$ cat config.mk
export PLATFORM = sky130hd
export DESIGN_NAME = stm_framer
export DESIGN_NICKNAME = d
export VERILOG_FILES = /design/src/rtl/stm_pkg.sv /design/src/rtl/stm_framer.sv /design/src/rtl/stm_sync2.sv
export SDC_FILE = /design/constraint.sdc
export NUM_CORES = 1
export LEC_CHECK = 0
export ABC_AREA = 1
export CORE_MARGIN = 1
export CORE_UTILIZATION = 57
export CTS_BUF_LIST = sky130_fd_sc_hd__clkbuf_16
export CTS_CLUSTER_SIZE = 12
export DETAILED_ROUTE_END_ITERATION = 6
export DONT_BUFFER_PORTS = 1
export PLACE_DENSITY_LB_ADDON = 0.1
export SLEW_MARGIN = 20
export SYNTH_ARGS = -nofsm -noshare
export SYNTH_HDL_FRONTEND = slang
export SYNTH_HIERARCHICAL = 1
export SYNTH_SLANG_ARGS = --single-unit
$ cat constraint.sdc
create_clock -name clk -period 2 [get_ports clk]
set_clock_uncertainty 0.2 [all_clocks]
set_input_delay 0.2 -clock clk [delete_from_list [all_inputs] [get_ports clk]]
set_output_delay 0.2 -clock clk [all_outputs]
set_load 0.05 [all_outputs]
$ cat src/rtl/stm_pkg.sv
/*
 * shared constants and types of the s/t multiframe and data path block:
 * register map, field positions, reset values, modes and sync states.
 * assumes a single 40 mhz clock domain and line frame strobes from the
 * recovered line timing.
 */
package stm_pkg;

	// ------------------------------------------------------------------
	// register map (plain register port, 3-bit address)
	// ------------------------------------------------------------------
	localparam logic [2:0] ADDR_SQ_TX_ONE = 3'h0; // sq_transmit_reg_one
	localparam logic [2:0] ADDR_SQ_RX_ONE = 3'h1; // sq_receive_reg_one
	localparam logic [2:0] ADDR_TRANSCEIVER_COMMAND_REG = 3'h2; // transceiver_command_reg
	localparam logic [2:0] ADDR_TR_MODE_TWO = 3'h3; // transceiver_mode_reg_two

	// ------------------------------------------------------------------
	// field positions
	// ------------------------------------------------------------------
	localparam int MULTIFRAME_ENABLE_BIT = 7; // multiframe_enable in sq_transmit_reg_one
	localparam int LOCK_BIT = 4; // multiframe_locked_flag in sq_receive_reg_one
	localparam int TRANSMIT_INFO_SELECT_LSB = 0; // transmit_info_select, 3 bits
	localparam int TRANSMIT_DATA_DISABLE_BIT = 3; // transmit_data_disable
	localparam int SMDIS_BIT = 4; // layer-1 state machine disable
	localparam int DIM_SG_BIT = 0; // stop/go evaluation in d_access_mode_field

	// ------------------------------------------------------------------
	// values and reset values
	// ------------------------------------------------------------------
	localparam logic [2:0] TRANSMIT_INFO_SELECT_TRANSPARENT = 3'h3;
	localparam logic [7:0] SQ_TX_RESET = 8'h00;
	localparam logic [7:0] TRANSCEIVER_COMMAND_REG_RESET = 8'h08;
	localparam logic [2:0] DIM_RESET = 3'h0;
	localparam logic [3:0] NIBBLE_RESET = 4'h0;

	// ------------------------------------------------------------------
	// multiframe timing
	// ------------------------------------------------------------------
	localparam logic [4:0] MF_LAST_FRAME = 5'h13; // frame 20 of 20, index 19
	localparam logic [4:0] MF_SLOT_TWO = 5'h05; // frame 6
	localparam logic [4:0] MF_SLOT_THREE = 5'h0a; // frame 11
	localparam logic [4:0] MF_SLOT_FOUR = 5'h0f; // frame 16
	localparam logic [1:0] SYNC_GOOD_NEED = 2'h2; // good multiframes to lock
	localparam logic [1:0] SYNC_BAD_LIMIT = 2'h2; // bad multiframes to unlock

	// ------------------------------------------------------------------
	// types
	// ------------------------------------------------------------------
	typedef enum logic [2:0] {
		STM_MODE_TE = 3'b000,
		STM_MODE_TRUNK = 3'b001, // trunk_line_mode
		STM_MODE_SUBSCR = 3'b010, // subscriber_line_mode
		STM_MODE_NT = 3'b011,
		STM_MODE_INT_NT = 3'b100
	} stm_mode_t;

	typedef enum logic [1:0] {
		STM_SYNC_HUNT = 2'b00,
		STM_SYNC_CHECK = 2'b01,
		STM_SYNC_LOCKED = 2'b10
	} stm_sync_t;

endpackage

$ cat src/rtl/stm_framer.sv
/*
 * s/t layer-1 multiframe and data path: s/q multiframe sync, q and s bit
 * insertion, multiframe events and gating of b1/b2/d/e between line
 * frame and terminal bus frame.
 * assumes line_frame_strobe and bus_frame_strobe are one-cycle pulses of
 * clk from the recovered timing; the line coder maps bits to pulses.
 */
//Contract
// - te, locked: host q bit goes into upstream fa every fifth frame.
// - te, not locked: each received fa bit is mirrored into next fa.
// - lock declared only after two correct complete multiframes.
// - lock dropped after errors in two consecutive multiframes.
// - lock state readable as a flag in s/q receive register one.
// - multiframe enable bit in s/q transmit register one switches sync.
// - nt mode generates multiframe structure only while enable is set.
// - nt mode inserts host s data into downstream s bit every fifth frame.
// - per-multiframe event and received s/q change event for the host.
// - te: line to bus transparent when activated or forced, else ones.
// - te: towards line also needs activation request or cleared disable.
// - stop/go on: d towards line depends on priority and echo.
// - trunk mode tolerates any phase between line and bus frames.
// - subscriber/nt: b1, b2, d transparent when activated or forced.
// - intelligent nt honours d-channel blocking from the bus handler.
// - level detect keeps reporting line signal while a loop is closed.
// - q bits in frames 1, 6, 11, 16; upstream fa zero elsewhere.
// - downstream m bit one marks first frame of a multiframe.
// - only s subchannel one is accessible to the host.
module stm_framer
	import stm_pkg::*;
(
	input wire logic clk, // 40 mhz system clock
	input wire logic rst_b, // async reset, active low
	input wire logic [2:0] mode_sel, // operating mode, stm_mode_t
	input wire logic [2:0] reg_addr, // register address
	input wire logic [7:0] reg_wdata, // register write data
	input wire logic reg_wr, // write strobe
	input wire logic reg_rd, // read strobe
	output logic [7:0] reg_rdata, // read data, cycle after strobe
	input wire logic activated_state, // layer-1 state machine activated
	input wire logic act_req, // activation request command active
	input wire logic sg_stop, // stop/go result from echo/priority logic
	input wire logic d_block, // d access blocked by bus d handler
	input wire logic line_level_pin, // analogue level detector pin
	output logic level_detect, // line signal present
	input wire logic line_frame_strobe, // line frame boundary pulse
	input wire logic rx_fa_bit, // received fa bit
	input wire logic rx_n_bit, // received n bit
	input wire logic rx_m_bit, // received m bit
	input wire logic rx_s_bit, // received s bit
	input wire logic [7:0] rx_b1, // received b1 octet
	input wire logic [7:0] rx_b2, // received b2 octet
	input wire logic [1:0] rx_d, // received d bits
	input wire logic [1:0] rx_e, // received echo bits
	output logic tx_fa_bit, // fa bit to transmit
	output logic tx_m_bit, // m bit to transmit
	output logic tx_s_bit, // s bit to transmit
	output logic [7:0] tx_b1, // b1 octet to transmit
	output logic [7:0] tx_b2, // b2 octet to transmit
	output logic [1:0] tx_d, // d bits to transmit
	input wire logic bus_frame_strobe, // terminal bus frame pulse
	input wire logic [7:0] bus_b1_in, // b1 from terminal bus
	input wire logic [7:0] bus_b2_in, // b2 from terminal bus
	input wire logic [1:0] bus_d_in, // d from terminal bus
	output logic [7:0] bus_b1_out, // b1 to terminal bus
	output logic [7:0] bus_b2_out, // b2 to terminal bus
	output logic [1:0] bus_d_out, // d to terminal bus
	output logic [1:0] bus_e_out, // e to terminal bus
	output logic multiframe_tick_irq, // one pulse per multiframe
	output logic sq_change_irq // pulse when s/q nibble changed
);

	typedef struct packed {
		logic [7:0] sq_tx; // sq_transmit_reg_one
		logic [7:0] cmd; // transceiver_command_reg
		logic [2:0] dim; // d_access_mode_field
		logic [3:0] rx_nib; // last complete s/q nibble
		logic [3:0] cap_nib; // nibble being collected
		logic [4:0] idx; // frame index 0..19
		stm_sync_t sync;
		logic [1:0] good_cnt;
		logic [1:0] bad_cnt;
		logic mf_err; // error seen in current multiframe
		logic prev_fa; // last received fa; mirroring takes rx_fa_bit directly
		logic [7:0] rdata;
		logic tx_fa, tx_m, tx_s;
		logic [7:0] tx_b1, tx_b2;
		logic [1:0] tx_d;
		logic [7:0] hold_b1, hold_b2; // line data awaiting the bus
		logic [1:0] hold_d, hold_e;
		logic [7:0] up_b1, up_b2; // bus data awaiting the line
		logic [1:0] up_d;
		logic [7:0] bus_b1, bus_b2;
		logic [1:0] bus_d, bus_e;
		logic tick, change;
	} stm_state_t;

	stm_state_t st_q, st_d;
	logic lvl_sync;
	logic te_side, multiframe_enable, locked, slot_hit, first_frame, frame_err, mf_end;
	logic line_ok, tx_ok;
	logic [1:0] slot_no;

	// ------------------------------------------------------------------
	// level detector pin, no gating by loops
	// ------------------------------------------------------------------
	stm_sync2 #(.W(1)) u_lvl_sync (
		.clk(clk),
		.rst_b(rst_b),
		.async_in(line_level_pin),
		.sync_out(lvl_sync)
	);
	assign level_detect = lvl_sync;

	// ------------------------------------------------------------------
	// decoded modes and slot position within the multiframe
	// ------------------------------------------------------------------
	assign te_side = (mode_sel == STM_MODE_TE) || (mode_sel == STM_MODE_TRUNK);
	assign multiframe_enable = st_q.sq_tx[MULTIFRAME_ENABLE_BIT];
	assign locked = (st_q.sync == STM_SYNC_LOCKED);
	assign first_frame = (st_q.idx == 5'h00);
	// q and s1 slots sit in frames 1, 6, 11 and 16; q1 is nibble bit 3
	always_comb begin
		slot_hit = 1'b1;
		slot_no = 2'h3;
		case (st_q.idx)
			5'h00: slot_no = 2'h3;
			MF_SLOT_TWO: slot_no = 2'h2;
			MF_SLOT_THREE: slot_no = 2'h1;
			MF_SLOT_FOUR: slot_no = 2'h0;
			default: slot_hit = 1'b0;
		endcase
	end
	// fa/n pair, fa pattern and m bit against the expected multiframe
	assign frame_err = (rx_n_bit == rx_fa_bit) || (rx_fa_bit != slot_hit) ||
		(rx_m_bit != first_frame);
	assign mf_end = line_frame_strobe && (st_q.idx == MF_LAST_FRAME) && (te_side ? locked : multiframe_enable);

	// transparency conditions; the bus side is loaded on its own strobe
	// so the two frame phases need no fixed relation
	assign line_ok = activated_state ||
		(st_q.cmd[SMDIS_BIT] && (st_q.cmd[TRANSMIT_INFO_SELECT_LSB +: 3] == TRANSMIT_INFO_SELECT_TRANSPARENT));
	assign tx_ok = te_side ? ((activated_state && act_req) ||
		(st_q.cmd[SMDIS_BIT] && !st_q.cmd[TRANSMIT_DATA_DISABLE_BIT])) : line_ok;

	// ------------------------------------------------------------------
	// next state
	// ------------------------------------------------------------------
	always_comb begin
		st_d = st_q;
		st_d.tick = 1'b0;
		st_d.change = 1'b0;
		st_d.rdata = 8'h00;

		// register port: reads answer in the next cycle, unmapped read zero
		if (reg_wr) begin
			case (reg_addr)
				ADDR_SQ_TX_ONE: st_d.sq_tx = reg_wdata;
				ADDR_TRANSCEIVER_COMMAND_REG: st_d.cmd = reg_wdata;
				ADDR_TR_MODE_TWO: st_d.dim = reg_wdata[2:0];
				default: st_d.sq_tx = st_q.sq_tx;
			endcase
		end
		if (reg_rd) begin
			case (reg_addr)
				ADDR_SQ_TX_ONE: st_d.rdata = st_q.sq_tx;
				ADDR_SQ_RX_ONE: st_d.rdata = {3'h0, locked, st_q.rx_nib};
				ADDR_TRANSCEIVER_COMMAND_REG: st_d.rdata = st_q.cmd;
				ADDR_TR_MODE_TWO: st_d.rdata = {5'h00, st_q.dim};
				default: st_d.rdata = 8'h00;
			endcase
		end

		if (line_frame_strobe) begin
			st_d.prev_fa = rx_fa_bit;
			// frame counter modulo twenty
			st_d.idx = (st_q.idx == MF_LAST_FRAME) ? 5'h00 : st_q.idx + 5'h01;
			// s1 (te) or q (nt) bit of this slot; other s subchannels dropped
			if (slot_hit) begin
				st_d.cap_nib[slot_no] = te_side ? rx_s_bit : rx_fa_bit;
			end
			if (te_side) begin
				case (st_q.sync)
					STM_SYNC_HUNT: begin
						// m bit one with fa one starts a new multiframe
						if (rx_m_bit && rx_fa_bit && !rx_n_bit) begin
							st_d.idx = 5'h01;
							st_d.sync = STM_SYNC_CHECK;
						end else begin
							st_d.idx = 5'h00;
						end
						st_d.good_cnt = 2'h0;
						st_d.mf_err = 1'b0;
					end
					STM_SYNC_CHECK: begin
						st_d.mf_err = st_q.mf_err || frame_err;
						if (st_q.idx == MF_LAST_FRAME) begin
							st_d.mf_err = 1'b0;
							if (st_q.mf_err || frame_err) begin
								st_d.sync = STM_SYNC_HUNT;
							end else if (st_q.good_cnt + 2'h1 == SYNC_GOOD_NEED) begin
								st_d.sync = STM_SYNC_LOCKED;
								st_d.bad_cnt = 2'h0;
							end else begin
								st_d.good_cnt = st_q.good_cnt + 2'h1;
							end
						end
					end
					STM_SYNC_LOCKED: begin
						st_d.mf_err = st_q.mf_err || frame_err;
						if (st_q.idx == MF_LAST_FRAME) begin
							st_d.mf_err = 1'b0;
							if (!(st_q.mf_err || frame_err)) begin
								st_d.bad_cnt = 2'h0;
							end else if (st_q.bad_cnt + 2'h1 == SYNC_BAD_LIMIT) begin
								st_d.sync = STM_SYNC_HUNT;
							end else begin
								st_d.bad_cnt = st_q.bad_cnt + 2'h1;
							end
						end
					end
					default: st_d.sync = STM_SYNC_HUNT;
				endcase
				// upstream fa: q bit when locked, mirror otherwise
				if (locked && multiframe_enable) begin
					st_d.tx_fa = slot_hit ? st_q.sq_tx[slot_no] : 1'b0;
				end else begin
					st_d.tx_fa = rx_fa_bit;
				end
				st_d.tx_m = 1'b0;
				st_d.tx_s = 1'b0;
			end else begin
				// nt side: own multiframe only while enabled
				if (!multiframe_enable) begin
					st_d.idx = 5'h00;
				end
				st_d.tx_fa = multiframe_enable && slot_hit;
				st_d.tx_m = multiframe_enable && first_frame;
				st_d.tx_s = multiframe_enable && slot_hit && st_q.sq_tx[slot_no];
				st_d.sync = STM_SYNC_HUNT;
			end
			// bus to line data, d gated by stop/go or blocking
			st_d.tx_b1 = tx_ok ? st_q.up_b1 : 8'hff;
			st_d.tx_b2 = tx_ok ? st_q.up_b2 : 8'hff;
			st_d.tx_d = tx_ok ? st_q.up_d : 2'h3;
			if (te_side && st_q.dim[DIM_SG_BIT] && sg_stop) begin
				st_d.tx_d = 2'h3;
			end
			if ((mode_sel == STM_MODE_INT_NT) && d_block) begin
				st_d.tx_d = 2'h3;
			end
			// line data waits here for the next bus frame
			st_d.hold_e = rx_e;
		end

		// multiframe end: publish nibble and raise events
		if (mf_end) begin
			st_d.rx_nib = st_d.cap_nib;
			st_d.tick = 1'b1;
			st_d.change = (st_d.cap_nib != st_q.rx_nib);
		end

		// disabling multiframing forces the hunt state
		if (!multiframe_enable) begin
			st_d.sync = STM_SYNC_HUNT;
			st_d.tick = 1'b0;
			st_d.change = 1'b0;
		end

		if (line_frame_strobe) begin
			st_d.hold_b1 = rx_b1;
			st_d.hold_b2 = rx_b2;
			st_d.hold_d = rx_d;
		end
		if (bus_frame_strobe) begin
			// bus frame loads from held line data at any phase
			st_d.bus_b1 = line_ok ? st_q.hold_b1 : 8'hff;
			st_d.bus_b2 = line_ok ? st_q.hold_b2 : 8'hff;
			st_d.bus_d = line_ok ? st_q.hold_d : 2'h3;
			st_d.bus_e = (line_ok && te_side) ? st_q.hold_e : 2'h3;
			// bus data captured for the next line frame
			st_d.up_b1 = bus_b1_in;
			st_d.up_b2 = bus_b2_in;
			st_d.up_d = bus_d_in;
		end
	end

	always_ff @(posedge clk or negedge rst_b) begin
		if (!rst_b) begin
			st_q <= '0;
			st_q.sq_tx <= SQ_TX_RESET;
			st_q.cmd <= TRANSCEIVER_COMMAND_REG_RESET;
			st_q.dim <= DIM_RESET;
			st_q.rx_nib <= NIBBLE_RESET;
			st_q.sync <= STM_SYNC_HUNT;
			st_q.tx_b1 <= 8'hff;
			st_q.tx_b2 <= 8'hff;
			st_q.tx_d <= 2'h3;
			st_q.bus_b1 <= 8'hff;
			st_q.bus_b2 <= 8'hff;
			st_q.bus_d <= 2'h3;
			st_q.bus_e <= 2'h3;
		end else begin
			st_q <= st_d;
		end
	end

	// ------------------------------------------------------------------
	// outputs, all from flip-flops
	// ------------------------------------------------------------------
	assign reg_rdata = st_q.rdata;
	assign tx_fa_bit = st_q.tx_fa;
	assign tx_m_bit = st_q.tx_m;
	assign tx_s_bit = st_q.tx_s;
	assign tx_b1 = st_q.tx_b1;
	assign tx_b2 = st_q.tx_b2;
	assign tx_d = st_q.tx_d;
	assign bus_b1_out = st_q.bus_b1;
	assign bus_b2_out = st_q.bus_b2;
	assign bus_d_out = st_q.bus_d;
	assign bus_e_out = st_q.bus_e;
	assign multiframe_tick_irq = st_q.tick;
	assign sq_change_irq = st_q.change;
endmodule

$ cat src/rtl/stm_sync2.sv
/*
 * two flip-flop synchroniser for levels arriving from outside the clock
 * domain. assumes the input is a slow level, not a pulse.
 */
module stm_sync2
	import stm_pkg::*;
#(
	parameter int W = 1
) (
	input wire logic clk, // system clock
	input wire logic rst_b, // async reset, active low
	input wire logic [W-1:0] async_in, // level from a pin
	output logic [W-1:0] sync_out // synchronised level
);

	typedef struct packed {
		logic [W-1:0] meta;
		logic [W-1:0] stable;
	} stm_sync2_state_t;

	stm_sync2_state_t st_q, st_d;

	// ------------------------------------------------------------------
	// next state: first stage feeds only the second
	// ------------------------------------------------------------------
	always_comb begin
		st_d = st_q;
		st_d.meta = async_in;
		st_d.stable = st_q.meta;
	end

	always_ff @(posedge clk or negedge rst_b) begin
		if (!rst_b) begin
			st_q <= '0;
		end else begin
			st_q <= st_d;
		end
	end

	assign sync_out = st_q.stable;
endmodule

==> results.md <==
- Area of the multi-input gates: 2230 um^2
- Fill count: 783
- Yosys top cell area share: 36.7%
- Hold WC Path Type: in -> async
- Port bufs: 0
- Layout cells sized above 1: 19.5%
- Synthesized area per cell: 8.58 um^2
- CP endpoint kind: register
- Worst VDD drop: 0.000563 V
- Via count: 4845
- CP max-delay cell: dfrtp_2
- Total CTS buffers: 17
- Clock tree sinks: 130
- Clock power share: 37.8%
- CTS max path bufs: 2
- Cell Pwr Density: 952 nW/um^2
- Setup ws final: -120 ps
- Buf/Inv on CP: 0
- Failing checks: negative hold slack, negative setup slack
- Ys flop type: dfrtp_1
- Chip Height: 106 um
- Routed Antenna Nets: 0
- TritonCTS clock tree: done
- Crit Path Class: reg -> reg
- CP max FO: 4
- CP top delay family: simple AND/OR/NAND/NOR gates
- FF+latch area: 3300 um^2
- Status: finished with violations
- Fin Hold WS: -713 ps
- Wire per inst: 16.1 um
- Commonest non-fill, non-tap cell in the layout: nand2_1
- Cell Rows: 37
- Dpl cells: 801
- CTS H-tree lvls: 4
- Power share of the combinational group: 13.3%
- # IOs: 119
- Core Region: 10400 um^2
- DRC viols: 0
- RSZ-0062 raised after global routing: true
- Post-synth EDFFs: 0
- Slew @ Worst Pin: 488 ps
- Most frequent cells in the layout: 122 x nand2_1, 115 x inv_1, 89 x dfrtp_1
- Final Hold Vio Count: 130
- Synth Instances: 723
- Mapped Area: 6200 um^2
- Sw Share: 29.7%
- Switching power: 2.13 mW
- Clock Latency Late Sink: 400 ps
- Cell Chain, Critical Path: ha_4 > nand2_4 > nor2_4 > ha_4 > a21oi_4 > nand3_2 > nand2_4 > nand2_4 > a21oi_4 > nand2_2 > nand2_2 > o21ai_1
- Max_slew headroom: 67.5%
- Final Wtd Congestion: 0.868
- Starting Density: 59.5%
- Final nets: 836
- Pre-antenna DRT Iters: 7
- Sequential fraction of the synthesis area: 53.2%
- Int Power: 5.04 mW
- Fraction of registers with async set/reset: 100%
- HPWL after detailed placement: 8.60 mm
- Final worst path period share: 106%
- Yosys warns: 6
- Yosys cell types: 39
- Vias in the first global route: 4775
- Dpl ws: -206 ps
- Drt total wl: 14.6 mm
- Die area: 11300 um^2
- Max Transition Viols Final: 0
- Final core utilization: 72.3%
- CTS Root Cell: clkbuf_16
- Min Tclk post-route: 2120 ps
- Crit-path max cell delay: 450 ps
- Global-route wire length before repair: 22.9 mm
- Initial DRC count: 464
- Reg power frac: 48.9%
- Req. time, crit path: 2090 ps
- Lkg Pwr: 3.52 nW
- Worst-path clk slew: 60 ps
- Endpoints failing setup: 9
- Die outline width: 106 um
- Grt ovf: 0
- Pin count of the biggest net entering global routing: 131
- Synth area leaders: dfrtp_1 37%, dfstp_2 17%, nand2_1 8.4%
- GR Util All Layers: 26.4%
- Ant. Diodes: 0
- Top cell by count, worst path: nand2_4
- Initial antenna violation count: 0
- Startpoint Class: register
- Layout Cells excl Fill: 905
- Highest Clock Rate: 0.472 GHz
- Post-CTS Hold Buffers: 66
- DR vias/cell: 5.35
- Post-Syn Nets: 801
- Area Growth Syn to Fin: 21.3%
- Synthesized flop and latch total: 130
- Arrival time worst endpoint: 2210 ps
- Leading area contributor after synthesis: dfrtp_1
- Max Cap Viol: 0
==> area by class of cell <==
cell class / count / share of cell area [%]
inverters: 118 / 5.94
well taps: 136 / 2.26
flip-flops and latches: 130 / 43.9
multi-input cells: 405 / 29.7
clock inverters: 13 / 1.13
clock buffers: 17 / 5.65
repair buffers: 86 / 11.4
==> metrics by stage <==
step / setup TNS, ps / power (mW) / cell area [um^2]
finish: -673 / 7.17 / 7530
global route: -1690 / 7.48 / 7530
CTS: -299 / 7.09 / 7320
detailed placement: -1280 / 4.17 / 6020
global placement: -453 / 4.13 / 6020
floorplan: 0 / 4.10 / 6200
==> Yosys cell counts (2+ instances only) <==
cell	n
a21oi_1	7
a21oi_2	2
a221oi_1	3
a31oi_1	19
buf_1	6
buf_2	4
buf_4	47
clkbuf_1	13
dfrtp_1	91
dfstp_2	39
ha_1	11
inv_1	113
inv_2	3
mux2_2	2
nand2_1	138
nand2_2	6
nand3_1	35
nand4_1	4
nor2_1	54
nor2_2	4
nor3_1	6
o211ai_1	2
o21ai_0	88
o21ai_1	5
o21bai_1	2
o22ai_1	6
==> flip-flops by register name, indices dropped and copies added, names as in the netlist <==
register and count:
bus_b2_out 8, sq_change_irq 1, tx_fa_bit 1, bus_e_out 2, st_q 76, multiframe_tick_irq 1
tx_s_bit 1, u_lvl_sync/sync_out 1, tx_b1 8, bus_b1_out 8, multiframe_enable 1, tx_m_bit 1
tx_d 2, bus_d_out 2, tx_b2 8, reg_rdata 8, u_lvl_sync/st_d 1
==> worst paths after layout <==
kind | cells past startpoint | slack [ps] | to | from
hold / removal | 0 | -710 | multiframe_enable | rst_b
min in group clk | 5 | 30 | reg_rdata[3] | reg_addr[2]
setup reg to reg | 12 | -120 | st_q[92] | st_q[97]
max in group asynchronous | 0 | 2050 | bus_b2_out[6] | rst_b
hold reg to reg | 0 | 140 | u_lvl_sync/sync_out | u_lvl_sync/st_d[0]
setup / recovery | 12 | -120 | st_q[92] | st_q[97]
==> power by group through the flow <==
| stage | sequential [mW] | combinational [mW] | clock (mW) |
|---|---|---|---|
| global placement | 3.53 | 0.602 | 0 |
| finish | 3.51 | 0.950 | 2.71 |
| detailed placement | 3.54 | 0.629 | 0 |
| floorplan | 3.14 | 0.961 | 0 |
| CTS | 3.50 | 0.848 | 2.74 |
| global route | 3.54 | 1.07 | 2.87 |
==> timing repair <==
action | in CTS | in global routing
gates cloned | 0 | 2
pin swaps | 4 | 6
setup buffers | 4 | 2
setup endpoints to repair | 11 | 16
endpoints found under the hold margin | 250 | 130
resized for setup | 18 | 49
==> routing by layer <==
| metal | vias up | GRT usage [%] | share of wire (%) |
|---|---|---|---|
| met2 | 178 | 41.7 | 48 |
| li1 | 2310 | - | - |
| met1 | 2332 | 34.8 | 44 |
| met4 | 0 | 11.0 | 1.9 |
| met3 | 25 | 6.56 | 6.5 |
| met5 | - | 0 | 0 |
==> cell families (layout without fill, tap and decap cells) <==
kind of cell,count (synthesis),after routing,synth area share [%]
AND/OR/NAND/NOR,250,250,16.8
buffers and inverters,188,234,14.3
AO/OA/AOI/OAI,141,141,12.9
flip-flops,130,130,53.2
adder cells (fa/ha/maj),11,11,2.22
multiplexers,2,2,0.363
XOR/XNOR,1,1,0.141
==> worst reg2reg max path, cell delays in order, from the launching register on <==
cell and delay, ps:
dfrtp_2 450, ha_4 190, nand2_4 80, nor2_4 40
ha_4 170, a21oi_4 150, nand3_2 110, nand2_4 100
nand2_4 80, a21oi_4 190, nand2_2 110, nand2_2 80
o21ai_1 60
No activity file was read; power rests on OpenSTA's default activity.
